### config.mk
export PLATFORM = sky130hd
export DESIGN_NAME = pps_pin_strap
export DESIGN_NICKNAME = d
export VERILOG_FILES = /design/src/pps_pkg.sv /design/src/pps_led_if.sv /design/src/pps_led_enc.sv /design/src/pps_pin_strap.sv
export SDC_FILE = /design/constraint.sdc
export NUM_CORES = 1
export LEC_CHECK = 0
export ABC_AREA = 1
export BUFFER_PORTS_ARGS = -buffer_cell sky130_fd_sc_hd__buf_2
export CORE_MARGIN = 8
export CORE_UTILIZATION = 55
export DETAILED_ROUTE_END_ITERATION = 6
export GPL_ROUTABILITY_DRIVEN = 0
export GPL_TIMING_DRIVEN = 0
export PLACE_DENSITY = 0.89
export SYNTH_ARGS = -nofsm -noshare
export SYNTH_HDL_FRONTEND = slang
export SYNTH_SLANG_ARGS = --single-unit
### constraint.sdc
create_clock -name pclk -period 3.1 [get_ports pclk]
set_input_delay 0.31 -clock pclk [delete_from_list [all_inputs] [get_ports pclk]]
set_output_delay 0.31 -clock pclk [all_outputs]
set_load 0.005 [all_outputs]
### src/pps_pkg.sv
// Package for the PHY pin function and strap logic
package pps_pkg;
    // Speed codes
    typedef enum logic [1:0] {
        PPS_SPD_NONE = 2'h0,
        PPS_SPD_10   = 2'h1,
        PPS_SPD_100  = 2'h3,
        PPS_SPD_1000 = 2'h2
    } pps_speed_t;

    // Media pair roles
    typedef enum logic [2:0] {
        PPS_ROLE_IDLE = 3'h0,
        PPS_ROLE_BI_A = 3'h1,
        PPS_ROLE_BI_B = 3'h2,
        PPS_ROLE_BI_C = 3'h3,
        PPS_ROLE_BI_D = 3'h4,
        PPS_ROLE_TX   = 3'h5,
        PPS_ROLE_RX   = 3'h6
    } pps_role_t;

    // Strap capture state
    typedef enum logic [1:0] {
        PPS_ST_RESET = 2'h0,
        PPS_ST_LATCH = 2'h1,
        PPS_ST_RUN   = 2'h3
    } pps_state_t;

    // APB register byte offsets
    localparam logic [7:0] PPS_OFF_CTRL = 8'h00;
    localparam logic [7:0] PPS_OFF_STRAP = 8'h04;
    localparam logic [7:0] PPS_OFF_IRQ_EN = 8'h08;
    localparam logic [7:0] PPS_OFF_IRQ_STAT = 8'h0c;
    localparam logic [7:0] PPS_OFF_STATUS = 8'h10;

    // Control register fields
    localparam int PPS_CTRL_IRQ_POL_BIT = 14;
    localparam int PPS_CTRL_WAKE_OPT_BIT = 0;
    localparam logic [31:0] PPS_CTRL_RST = 32'h0000_0000;

    // Strap register fields
    localparam int PPS_STRAP_ADDR_LSB = 0;
    localparam int PPS_STRAP_MODE_LSB = 8;
    localparam int PPS_STRAP_CLKEN_BIT = 12;
    localparam int PPS_STRAP_LEDSTY_BIT = 13;

    localparam int PPS_EVT_W = 8;
    localparam logic [PPS_EVT_W-1:0] PPS_EVT_RST = 8'h00;

    // Blink timing
    localparam int PPS_CLK_MHZ = 250;
    localparam int PPS_BLINK_US = 100;
    localparam int PPS_BLINK_CYC = PPS_BLINK_US * PPS_CLK_MHZ;
    localparam int PPS_BLINK_W = 15;
    // Reference clock: 125 MHz is half of pclk
    localparam int PPS_REFCLK_DIV = 2;
endpackage : pps_pkg
### src/pps_led_if.sv
// Interface between core and indicator encoder
interface pps_led_if;
    import pps_pkg::*;
    logic single_mode;
    pps_speed_t speed;
    logic link_up;
    logic activity;
    logic blink;
    logic link_ind;
    logic act_ind;
    modport core (output single_mode, output speed, output link_up, output activity,
        output blink, input link_ind, input act_ind);
    modport enc (input single_mode, input speed, input link_up, input activity,
        input blink, output link_ind, output act_ind);
endinterface : pps_led_if

### src/pps_led_enc.sv
// Indicator encoder for single and tri-color LED styles
module pps_led_enc (
    input wire logic pclk,
    input wire logic presetn,
    pps_led_if.enc led
);
    import pps_pkg::*;
    logic link_d;
    logic act_d;
    logic link_q;
    logic act_q;

    always_comb begin
        link_d = 1'b1;
        act_d = 1'b1;
        if (led.single_mode) begin
            link_d = ~led.link_up; // RULE3
            act_d = led.activity ? led.blink : 1'b1; // RULE3
        end else if (led.link_up) begin
            case (led.speed) // RULE4 RULE5
                PPS_SPD_1000: link_d = led.activity ? led.blink : 1'b0;
                PPS_SPD_100: act_d = led.activity ? led.blink : 1'b0;
                PPS_SPD_10: begin
                    link_d = led.activity ? led.blink : 1'b0;
                    act_d = led.activity ? led.blink : 1'b0;
                end
                default: begin
                    link_d = 1'b1;
                    act_d = 1'b1;
                end
            endcase
        end
    end

    always_ff @(posedge pclk or negedge presetn) begin
        if (!presetn) begin
            link_q <= 1'b1;
            act_q <= 1'b1;
        end else begin
            link_q <= link_d;
            act_q <= act_d;
        end
    end

    assign led.link_ind = link_q;
    assign led.act_ind = act_q;

    property p_single_link;
        @(posedge pclk) disable iff (!presetn)
        led.single_mode && $stable(led.single_mode) |=> link_q == ~$past(led.link_up);
    endproperty
    a_single_link: assert property (p_single_link) else $error("link indicator wrong"); // RULE3

    property p_tri_none;
        @(posedge pclk) disable iff (!presetn)
        !led.single_mode && !led.link_up |=> link_q && act_q;
    endproperty
    a_tri_none: assert property (p_tri_none) else $error("no-link must be both high"); // RULE4

    property p_tri_ten;
        @(posedge pclk) disable iff (!presetn)
        !led.single_mode && led.link_up && led.speed == PPS_SPD_10 && !led.activity
            |=> !link_q && !act_q;
    endproperty
    a_tri_ten: assert property (p_tri_ten) else $error("10M needs both low"); // RULE5
endmodule : pps_led_enc

### src/pps_pin_strap.sv
// PHY pin functions, strap capture and APB control for pin behaviour
//
// Summary of operation
// RULE1 - Pair B: gig B/A, else RX/TX by MDI
// RULE2 - Pairs C/D swap by MDI-X in gig only
// RULE3 - Single LED: link low, activity toggles
// RULE4 - Tri-color encodes speed, toggles on activity
// RULE5 - Tri-color 10M uses both pins jointly
// RULE6 - Straps latched at reset release edge
// RULE7 - Reset input is active low
// RULE8 - Address bits from link, activity, rxclk pins
// RULE9 - Mode bits from RD3..RD0 pins
// RULE10 - Refclk enable from receive control pin
// RULE11 - Enabled refclk output runs 125 MHz
// RULE12 - Control bit 14 sets interrupt polarity
// RULE13 - Enabled status conditions drive interrupt
// RULE14 - Wake event drives chosen pin low
// RULE15 - Wake and interrupt always push-pull
// RULE16 - MAC drives transmit clock, control, data
// RULE17 - Device drives receive pins after reset
// RULE18 - Management data synchronous to MDC input
// RULE19 - Upper two address bits forced zero
// RULE20 - LED style strap: high single, low tri
// RULE21 - Straps held until next reset
module pps_pin_strap (
    // APB
    input wire logic pclk,
    input wire logic presetn,
    input wire logic psel,
    input wire logic penable,
    input wire logic pwrite,
    input wire logic [7:0] paddr,
    input wire logic [31:0] pwdata,
    output logic [31:0] prdata,
    output logic pready,
    output logic pslverr,
    // Link state from PHY core
    input wire logic link_up,
    input wire pps_pkg::pps_speed_t link_speed,
    input wire logic mdix_sel,
    input wire logic rx_activity,
    input wire logic tx_activity,
    input wire logic wake_event,
    input wire logic [pps_pkg::PPS_EVT_W-1:0] irq_events,
    // Media pair roles
    output pps_pkg::pps_role_t media_pair_b_pos,
    output pps_pkg::pps_role_t media_pair_c_pos,
    output pps_pkg::pps_role_t media_pair_d_pos,
    // Shared strap/indicator pins
    input wire logic link_indicator_in,
    output logic link_indicator_out,
    output logic link_indicator_oe,
    input wire logic activity_indicator_in,
    output logic activity_indicator_out,
    output logic activity_indicator_oe,
    // RGMII receive pins, straps during reset
    input wire logic [3:0] rx_data_in,
    output logic [3:0] rx_data_out,
    input wire logic rx_ctl_in,
    output logic rx_ctl_out,
    input wire logic rx_clk_in,
    output logic rx_clk_out,
    output logic rx_oe,
    input wire logic [3:0] rx_data_core,
    input wire logic rx_ctl_core,
    input wire logic rx_clk_core,
    // RGMII transmit pins from the MAC
    input wire logic [3:0] tx_data_in,
    input wire logic tx_ctl_in,
    input wire logic tx_clk_in,
    output logic [3:0] tx_data_core,
    output logic tx_ctl_core,
    output logic tx_clk_core,
    // Reference clock / LED style strap
    input wire logic refclk_in,
    output logic refclk_out_pin,
    output logic refclk_oe,
    // Interrupt and wake
    output logic irq_wake_out,
    output logic wake_event_out_opt1_en,
    // Management
    input wire logic mdc,
    input wire logic mdio_in,
    output logic mdc_core,
    output logic mdio_core_in,
    input wire logic mdio_core_out,
    input wire logic mdio_core_oe,
    output logic mdio_out,
    output logic mdio_oe,
    // Latched straps
    output logic [4:0] phy_address_strap,
    output logic [3:0] op_mode_strap,
    output logic refclk_out_enable_strap,
    output logic indicator_style_strap
);
    import pps_pkg::*;

    pps_state_t state_q;
    logic [4:0] addr_q;
    logic [3:0] mode_q;
    logic clken_q;
    logic ledsty_q;
    logic [31:0] ctrl_q;
    logic [PPS_EVT_W-1:0] irq_en_q;
    logic [PPS_EVT_W-1:0] irq_stat_q;
    logic [PPS_BLINK_W-1:0] blink_cnt_q;
    logic blink_q;
    logic refclk_q;
    logic irq_active;
    logic irq_level;
    logic wr_en;
    logic rd_en;
    logic addr_ok;
    logic clr_stat;

    pps_led_if led ();

    // Strap capture runs one clock after release, pins still undriven then
    always_ff @(posedge pclk or negedge presetn) begin
        if (!presetn) begin // RULE7
            state_q <= PPS_ST_RESET;
        end else begin
            case (state_q)
                PPS_ST_RESET: state_q <= PPS_ST_LATCH;
                PPS_ST_LATCH: state_q <= PPS_ST_RUN;
                PPS_ST_RUN: state_q <= PPS_ST_RUN;
                default: state_q <= PPS_ST_RESET;
            endcase
        end
    end

    always_ff @(posedge pclk or negedge presetn) begin
        if (!presetn) begin
            addr_q <= 5'h00;
            mode_q <= 4'h0;
            clken_q <= 1'b0;
            ledsty_q <= 1'b0;
        end else if (state_q == PPS_ST_RESET) begin // RULE6 RULE21
            addr_q <= {2'h0, rx_clk_in, link_indicator_in, activity_indicator_in}; // RULE8 RULE19
            mode_q <= rx_data_in; // RULE9
            clken_q <= rx_ctl_in; // RULE10
            ledsty_q <= refclk_in; // RULE20
        end
    end

    assign phy_address_strap = addr_q;
    assign op_mode_strap = mode_q;
    assign refclk_out_enable_strap = clken_q;
    assign indicator_style_strap = ledsty_q;

    // Pins stay inputs until straps are taken
    logic running;
    assign running = (state_q == PPS_ST_RUN);

    // Media pair roles
    always_comb begin
        if (link_speed == PPS_SPD_1000) begin
            media_pair_b_pos = mdix_sel ? PPS_ROLE_BI_A : PPS_ROLE_BI_B; // RULE1
            media_pair_c_pos = mdix_sel ? PPS_ROLE_BI_D : PPS_ROLE_BI_C; // RULE2
            media_pair_d_pos = mdix_sel ? PPS_ROLE_BI_C : PPS_ROLE_BI_D; // RULE2
        end else begin
            media_pair_b_pos = mdix_sel ? PPS_ROLE_TX : PPS_ROLE_RX; // RULE1
            media_pair_c_pos = PPS_ROLE_IDLE; // RULE2
            media_pair_d_pos = PPS_ROLE_IDLE; // RULE2
        end
    end

    // Blink generator for activity toggling
    always_ff @(posedge pclk or negedge presetn) begin
        if (!presetn) begin
            blink_cnt_q <= '0;
            blink_q <= 1'b1;
        end else if (blink_cnt_q == PPS_BLINK_W'(PPS_BLINK_CYC - 1)) begin
            blink_cnt_q <= '0;
            blink_q <= ~blink_q;
        end else begin
            blink_cnt_q <= blink_cnt_q + 1'b1;
        end
    end

    assign led.single_mode = ledsty_q;
    assign led.speed = link_speed;
    assign led.link_up = link_up;
    assign led.activity = rx_activity | tx_activity;
    assign led.blink = blink_q;

    pps_led_enc u_led_enc (
        .pclk(pclk),
        .presetn(presetn),
        .led(led)
    );

    // Wake option 1 overrides the activity indicator
    logic wake_opt2;
    assign wake_opt2 = ctrl_q[PPS_CTRL_WAKE_OPT_BIT];
    assign wake_event_out_opt1_en = ~wake_opt2;
    assign link_indicator_out = led.link_ind;
    assign link_indicator_oe = running;
    assign activity_indicator_out = (!wake_opt2 && wake_event) ? 1'b0 : led.act_ind; // RULE14
    assign activity_indicator_oe = running; // RULE15

    // Reference clock at half pclk
    always_ff @(posedge pclk or negedge presetn) begin
        if (!presetn) begin
            refclk_q <= 1'b0;
        end else begin
            refclk_q <= clken_q & running & ~refclk_q; // RULE11
        end
    end
    assign refclk_out_pin = refclk_q;
    assign refclk_oe = running & clken_q; // RULE11

    // Receive pins toward the MAC
    assign rx_oe = running; // RULE17
    assign rx_data_out = rx_data_core; // RULE17
    assign rx_ctl_out = rx_ctl_core;
    assign rx_clk_out = rx_clk_core;
    assign tx_data_core = tx_data_in; // RULE16
    assign tx_ctl_core = tx_ctl_in;
    assign tx_clk_core = tx_clk_in;

    // Management pins pass to the serial engine, clocked by MDC
    assign mdc_core = mdc; // RULE18
    assign mdio_core_in = mdio_in;
    assign mdio_out = mdio_core_out;
    assign mdio_oe = mdio_core_oe;

    // APB decode, zero wait states
    assign pready = 1'b1;
    assign wr_en = psel & penable & pwrite;
    assign rd_en = psel & ~pwrite;
    always_comb begin
        case (paddr)
            PPS_OFF_CTRL, PPS_OFF_STRAP, PPS_OFF_IRQ_EN,
            PPS_OFF_IRQ_STAT, PPS_OFF_STATUS: addr_ok = 1'b1;
            default: addr_ok = 1'b0;
        endcase
    end
    assign pslverr = psel & penable & ~addr_ok;

    always_ff @(posedge pclk or negedge presetn) begin
        if (!presetn) begin
            ctrl_q <= PPS_CTRL_RST;
        end else if (wr_en && paddr == PPS_OFF_CTRL) begin
            ctrl_q <= pwdata;
        end
    end

    always_ff @(posedge pclk or negedge presetn) begin
        if (!presetn) begin
            irq_en_q <= PPS_EVT_RST;
        end else if (wr_en && paddr == PPS_OFF_IRQ_EN) begin
            irq_en_q <= pwdata[PPS_EVT_W-1:0];
        end
    end

    // Status clears on read; a new event in the same cycle wins
    assign clr_stat = psel & penable & ~pwrite & (paddr == PPS_OFF_IRQ_STAT);
    always_ff @(posedge pclk or negedge presetn) begin
        if (!presetn) begin
            irq_stat_q <= PPS_EVT_RST;
        end else begin
            irq_stat_q <= (clr_stat ? PPS_EVT_RST : irq_stat_q) | irq_events; // RULE13
        end
    end

    always_ff @(posedge pclk or negedge presetn) begin
        if (!presetn) begin
            prdata <= 32'h0000_0000;
        end else if (rd_en && !penable) begin
            case (paddr)
                PPS_OFF_CTRL: prdata <= ctrl_q;
                PPS_OFF_STRAP: prdata <= {18'h0, ledsty_q, clken_q, mode_q, 3'h0, addr_q};
                PPS_OFF_IRQ_EN: prdata <= {24'h0, irq_en_q};
                PPS_OFF_IRQ_STAT: prdata <= {24'h0, irq_stat_q | irq_events}; // RULE13
                PPS_OFF_STATUS: prdata <= {27'h0, wake_event, irq_active, link_up, link_speed};
                default: prdata <= 32'h0000_0000;
            endcase
        end
    end

    // Interrupt pin, push-pull in both levels
    assign irq_active = |(irq_stat_q & irq_en_q); // RULE13
    assign irq_level = ctrl_q[PPS_CTRL_IRQ_POL_BIT] ? irq_active : ~irq_active; // RULE12
    assign irq_wake_out = (wake_opt2 && wake_event) ? 1'b0 : irq_level; // RULE14 RULE15

    property p_strap_hold;
        @(posedge pclk) disable iff (!presetn)
        running |=> $stable(addr_q) && $stable(mode_q) && $stable(clken_q) && $stable(ledsty_q);
    endproperty
    a_strap_hold: assert property (p_strap_hold) else $error("strap changed after latch"); // RULE21

    property p_addr_upper;
        @(posedge pclk) disable iff (!presetn)
        addr_q[4:3] == 2'h0;
    endproperty
    a_addr_upper: assert property (p_addr_upper) else $error("upper address not zero"); // RULE19

    property p_strap_take;
        @(posedge pclk) disable iff (!presetn)
        state_q == PPS_ST_RESET |=> mode_q == $past(rx_data_in) && clken_q == $past(rx_ctl_in)
            && addr_q[2] == $past(rx_clk_in) && addr_q[1] == $past(link_indicator_in);
    endproperty
    a_strap_take: assert property (p_strap_take) else $error("strap not taken"); // RULE6 RULE8 RULE9

    property p_irq_pol;
        @(posedge pclk) disable iff (!presetn)
        !wake_event |-> irq_wake_out
            == (ctrl_q[PPS_CTRL_IRQ_POL_BIT] ~^ |(irq_stat_q & irq_en_q));
    endproperty
    a_irq_pol: assert property (p_irq_pol) else $error("interrupt polarity wrong"); // RULE12

    property p_stat_sticky;
        @(posedge pclk) disable iff (!presetn)
        |irq_events |=> (irq_stat_q & $past(irq_events)) == $past(irq_events);
    endproperty
    a_stat_sticky: assert property (p_stat_sticky) else $error("event lost"); // RULE13

    property p_wake_low;
        @(posedge pclk) disable iff (!presetn)
        wake_event && running |-> (wake_opt2 ? !irq_wake_out : !activity_indicator_out);
    endproperty
    a_wake_low: assert property (p_wake_low) else $error("wake pin not low"); // RULE14

    property p_pair_gig;
        @(posedge pclk) disable iff (!presetn)
        link_speed == PPS_SPD_1000 && mdix_sel |-> media_pair_b_pos == PPS_ROLE_BI_A
            && media_pair_c_pos == PPS_ROLE_BI_D;
    endproperty
    a_pair_gig: assert property (p_pair_gig) else $error("pair map wrong"); // RULE1 RULE2

    property p_refclk;
        @(posedge pclk) disable iff (!presetn)
        running && clken_q && $past(running) |=> refclk_q != $past(refclk_q);
    endproperty
    a_refclk: assert property (p_refclk) else $error("refclk not toggling"); // RULE11

    property p_oe_drive;
        @(posedge pclk) disable iff (!presetn)
        running |-> activity_indicator_oe && rx_oe;
    endproperty
    a_oe_drive: assert property (p_oe_drive) else $error("pins not driven"); // RULE15 RULE17
endmodule : pps_pin_strap

After elaboration in Yosys (flattened, before gate mapping)
Cells that the tools add are included.
{"block": "word_totals", "output_inout_bits": 79, "register_bits": 110, "elab_cells": 81, "mem_count": 0, "romBits": 0, "latch_bits": 0, "mem_bits_rw": 0, "in_bits": 85}
{"block": "classes", "shift": 0, "order_cmp": 0, "eq_ne": 10, "div_mod_pow": 0, "n_mul": 0, "addsub": 1, "n_reduce_logical": 14, "mux": 23, "bitwise": 19}
{"operator": "$pmux 32 s5", "n": 1}
{"operator": "$eq 8x4->1 const B", "n": 2}
{"operator": "$or 8x8->8", "n": 2}
{"operator": "$add 15x1->15 const B", "n": 1}
{"operator": "$eq 15x15->1 const B", "n": 1}
{"operator": "$mux 15", "n": 1}
{"operator": "$mux 3", "n": 5}
{"operator": "$mux 1", "n": 12}
{"operator": "$and 1x1->1", "n": 8}
{"operator": "$and 8x8->8", "n": 1}
{"operator": "$eq 8x3->1 const B", "n": 1}
{"operator": "$eq 8x5->1 const B", "n": 1}
{"operator": "$logic_not 8->1", "n": 1}
{"operator": "$mux 8", "n": 1}
{"operator": "$reduce_or 8->1", "n": 1}
{"operator": "$not 1->1", "n": 7}
{"operator": "$eq 2x2->1 const B", "n": 3}
{"operator": "$reduce_or 2->1", "n": 3}
{"operator": "$logic_and 1x1->1", "n": 5}
{"operator": "$reduce_or 5->1", "n": 1}
{"operator": "$eq 2x1->1 const B", "n": 2}
{"operator": "$mux 2", "n": 2}
{"operator": "$pmux 2 s2", "n": 1}
{"operator": "$logic_not 1->1", "n": 2}
{"operator": "other kinds (2)", "n": 2}

Longest topological paths before layout
{"block": "logic_depth", "ltp_word": 5, "depth_mapped": 8}

By module
Synthesis repeated with hierarchy kept, for this count alone.
{"block": "unflattened", "cells_unflattened": 642, "area_unflattened_um2": 5320.1}
{"module": "pps_pin_strap", "seq_area_each_um2": 2703.8, "instances": 1, "cells_per_inst": 623, "area_each_um2": 5183.7}
{"module": "pps_led_enc", "seq_area_each_um2": 52.6, "instances": 1, "cells_per_inst": 19, "area_each_um2": 136.4}

Worst setup path before layout
Ideal clock, no wire load.
{"block": "synth_timing", "path_type": "input -> output", "startpoint": "input port paddr[5]", "endpoint": "output port pslverr", "path_buffers": 1, "path_slack_ps": 1724, "t_required_ps": 2790, "path_stages": 7, "arrival_ps": 1066, "cell_sequence": "nor2_1 > nand2_2 > nor2_8 > buf_2 > nor2_1 > nand4_1 > nor2_1"}
{"block": "synth_via", "elab_chain_len": 5, "elab_cells_between_ends": 9}
{"item": "start, declared", "line": "pps_pin_strap.sv:32", "source": "input wire logic [7:0] paddr,"}
{"item": "$eq 8x4->1 (tied with other cells)", "line": "pps_pin_strap.sv:233", "source": "case (paddr)"}
{"item": "$reduce_or 5->1 *", "line": "pps_pin_strap.sv:233"}
{"item": "$mux 1 *", "line": "pps_pin_strap.sv:233"}
{"item": "$not 1->1 *", "line": "pps_pin_strap.sv:239", "source": "assign pslverr = psel & penable & ~addr_ok;"}
{"item": "$and 1x1->1 *", "line": "pps_pin_strap.sv:239"}
{"item": "end, declared", "line": "pps_pin_strap.sv:36", "source": "output logic pslverr,"}
Every way passes the cells marked *; elsewhere a longest branch is shown, timed or not.

Worst setup path in the final report
{"block": "layout_timing", "startpoint": "register irq_en_q[6]", "endpoint": "output port irq_wake_out"}
{"block": "layout_via", "elab_chain_len": 5}
{"item": "start, declared", "line": "pps_pin_strap.sv:104", "source": "logic [PPS_EVT_W-1:0] irq_en_q;"}
{"item": "start signal, assigned", "line": "pps_pin_strap.sv:253", "source": "irq_en_q <= pwdata[PPS_EVT_W-1:0];"}
{"item": "$and 8x8->8 *", "line": "pps_pin_strap.sv:283", "source": "assign irq_active = |(irq_stat_q & irq_en_q);"}
{"item": "$reduce_or 8->1 *", "line": "pps_pin_strap.sv:283"}
{"item": "$not 1->1", "line": "pps_pin_strap.sv:284", "source": "assign irq_level = ctrl_q[PPS_CTRL_IRQ_POL_BIT] ? irq_active : ~irq_active;"}
{"item": "$mux 1 *", "line": "pps_pin_strap.sv:284"}
{"item": "$mux 1 *", "line": "pps_pin_strap.sv:285", "source": "assign irq_wake_out = (wake_opt2 && wake_event) ? 1'b0 : irq_level;"}
{"item": "end, declared", "line": "pps_pin_strap.sv:79", "source": "output logic irq_wake_out,"}
Marks and branches as above.

==> impl_metrics.py <==
metrics = {
    "hold_path": {
        "hold_class": "in -> reg",
        "holdPathStages": 2,
        "min-delay-start": "link_up",
    },
    "finish": {
        "seq_area_um2": 2760,
        "nets": 877,
        "drive_gt1_share_pct": 28.1,
        "n_fill_cell": 736,
        "multiInputGateArea_um2": 1860,
        "post-route-util_pct": 69.2,
        "area_growth_pct": 21.7,
    },
    "floorplan": {
        "die_w_um": 114,
        "core-area_um2": 9280,
        "die_height_um": 114,
        "pin_count": 164,
        "dieArea_um2": 13000,
        "start_util_pct": 56.8,
        "rows": 35,
    },
    "grt": {
        "overflow": 0,
        "grt_first_pass_wirelength_mm": 22.6,
        "antenna_found_initial": 0,
        "grt_pass1_vias": 4840,
        "grt_max_degree": 63,
        "grt_util_all_layers_pct": 21.5,
    },
    "route": {
        "ant_nets": 0,
        "wl_per_cell_um": 15.1,
        "routed_wl_mm": 13.9,
        "via_per_inst": 5.12,
        "remaining_drc_errors": 0,
        "num_vias": 4728,
        "dr.pass1.iters": 5,
        "drtIter0Drc": 333,
    },
    "timing": {
        "worstMarginPinSlew_ns": 0.685,
        "holdWs_ns": 0.103,
        "hold_violations": 0,
        "drv_slew": 0,
        "fin_ws_ns": 1.23,
        "rsz0062_at_grt": "false",
        "finalSetupViolCount": 0,
        "fmax_mhz": 534,
        "period_share_pct": 60.4,
        "min_period_ns": 1.87,
        "tns_ns": 0,
        "slew_headroom_pct": 53.9,
        "fin_skew_ns": 0.00922,
    },
    "pwr": {
        "power.density_nw_per_um2": 411,
        "worst_ir_drop_vdd_mv": 0.304,
        "leakage_nw": 3.69,
    },
    "worst_setup_path": {
        "slowest_delay_ns": 0.40,
        "cp-end-kind": "primary output",
        "crit_chain": "nand2_1, nand2_1, nor2_1, nand2_1, o21ai_0, a21oi_1, buf_2",
        "cp_slowest_cell": "dfrtp_1",
        "worstSetupStartpointType": "flip-flop",
        "required_ns": 2.79,
        "path_max_fanout": 3,
        "setup.worst_path.start": "irq_en_q[6]",
        "crit_family": "flip-flops",
        "path_class": "reg -> out",
        "worst-path-stages": 7,
        "rr_worst_depth": 6,
        "cp.arrival_ns": 1.56,
        "crit_buf_inv": 1,
        "r2r_start": "blink_cnt_q[0]",
        "path_common_cell": "nand2_1",
    },
    "cts": {
        "path_clk_slew_ns": 0.11,
        "cts_max_level": 3,
        "numCtsBuffers": 9,
        "postCtsResizedCells": 0,
        "clock_sinks": 110,
        "hold_buffers": 1,
        "post_cts_buffers": 0,
        "cts_buffer_depth": 2,
        "clk_latency_ns": 0.37,
        "cts-root-buf": "clkbuf_8",
        "cts_tree": "done",
    },
    "yosys": {
        "async_reset_ff_share_pct": 100,
        "synth_area_um2": 5280,
        "netlist.area_leader.share_pct": 50.8,
        "ys_seq_area_share_pct": 52.3,
        "yosysTopAreaCell": "dfrtp_1",
        "synth_cell_type_count": 36,
        "syn_inst": 630,
        "synth_seq_cells": 110,
        "ys_warn_count": 0,
        "synth_edf_count": 0,
        "syn_area_per_cell_um2": 8.37,
        "synth_common_cells": "nand2_1, dfrtp_1, inv_1",
        "synth.area.top_cells": "dfrtp_1, nand2_1, inv_1",
        "ys.flop_type": "dfrtp_1",
        "yosysMostFrequentCell": "nand2_1",
    },
    "place": {
        "place_ws_ns": 1.28,
        "dp_hpwl_mm": 10.9,
        "io_buffers": 144,
    },
    "outcome": {
        "status": "complete, no violations",
    },
    "flow_run": {
        "maxCapViolCount": 0,
    },
}
-- final timing paths --
path / end / slack (ns)
min in group asynchronous: prdata[25] / 0.50
worst min-delay path: u_led_enc.led.link_ind / 0.10
worst max-delay path: irq_wake_out / 1.23
worst max register to register: blink_cnt_q[14] / 1.52
max in group asynchronous: irq_stat_q[6] / 1.86
worst min register to register: refclk_out_pin / 0.45
-- through the flow --
stage,power [mW],cells,area (µm²)
2_1_floorplan,1.60,631,5280
3_3_place_gp,1.73,904,6160
3_5_place_dp,1.74,905,6190
4_1_cts,2.65,922,6420
5_1_grt,2.73,922,6420
6_report,2.64,923,6420
-- layout make-up --
type                    count  share of cell area (%)
inverters                  99                    5.79
well taps                 129                    2.51
diodes                      1                  0.0390
multi-input cells         378                    29.0
plain buffers              44                    4.54
flip-flops and latches    110                    42.9
repair buffers            146                    11.8
clock inverters             5                    1.01
clock buffers              11                    2.36
-- report_power, final --
part | total [mW] | leakage, nW | switching, mW | internal (mW)
logic | 0.234 | 2.22 | 0.127 | 0.106
clock network | 0.928 | 0.111 | 0.501 | 0.427
registers | 1.48 | 1.36 | 0.0162 | 1.46
-- cells in the final DEF (no fill, tap or decap), drive strengths merged --
| cell | n |
|---|---|
| diode | 1 |
| nor4 | 2 |
| nor3 | 8 |
| clkbuf | 16 |
| ha | 4 |
| mux2 | 3 |
| dlygate4sd3 | 1 |
| inv | 100 |
| xnor2 | 1 |
| a21boi | 4 |
| nand3 | 31 |
| nor2 | 51 |
| dfrtp | 107 |
| buf | 184 |
| o21ai | 56 |
| clkinv | 3 |
| or2 | 3 |
| a21oi | 22 |
| nand2 | 158 |
| dfstp | 3 |
| conb | 3 |
| o31ai | 9 |
| nand4 | 11 |
| xor2 | 11 |
| bufinv | 1 |
| a31oi | 1 |
-- worst reg2reg max path, stage by stage, from the launching register on --
cell	delay (ns)
dfrtp_1	0.38
ha_1	0.22
nand2_1	0.10
nor3_1	0.38
nand3_1	0.16
xor2_1	0.16
nor2_1	0.05
-- metal layers --
metal | share of wire (%) | global-route usage, % | vias up | wire length [µm]
li1 | - | - | 2251 | -
met1 | 41 | 25.9 | 2217 | 5640
met2 | 47 | 35.7 | 231 | 6600
met3 | 9.5 | 5.71 | 29 | 1320
met4 | 2.5 | 9.05 | 0 | 344
met5 | 0 | 0 | - | 0
-- cell families after synthesis --
kind of cell	share of synthesized area, %
buffers and inverters	12.6
XOR/XNOR	1.99
flip-flops	52.3
other	0.142
AO/OA/AOI/OAI	9.51
multiplexers	0.640
AND/OR/NAND/NOR	21.9
adder cells (fa/ha/maj)	0.949
-- flip-flops by register name (all words and copies together) (netlist names) --
name	count
u_led_enc.led.link_ind	1
u_led_enc.led.act_ind	1
blink_cnt_q	15
op_mode_strap	4
irq_en_q	8
indicator_style_strap	1
state_q	2
refclk_out_enable_strap	1
blink_q	1
prdata	32
irq_stat_q	8
phy_address_strap	3
ctrl_q	32
refclk_out_pin	1
Power figures use the tool's default switching activity.
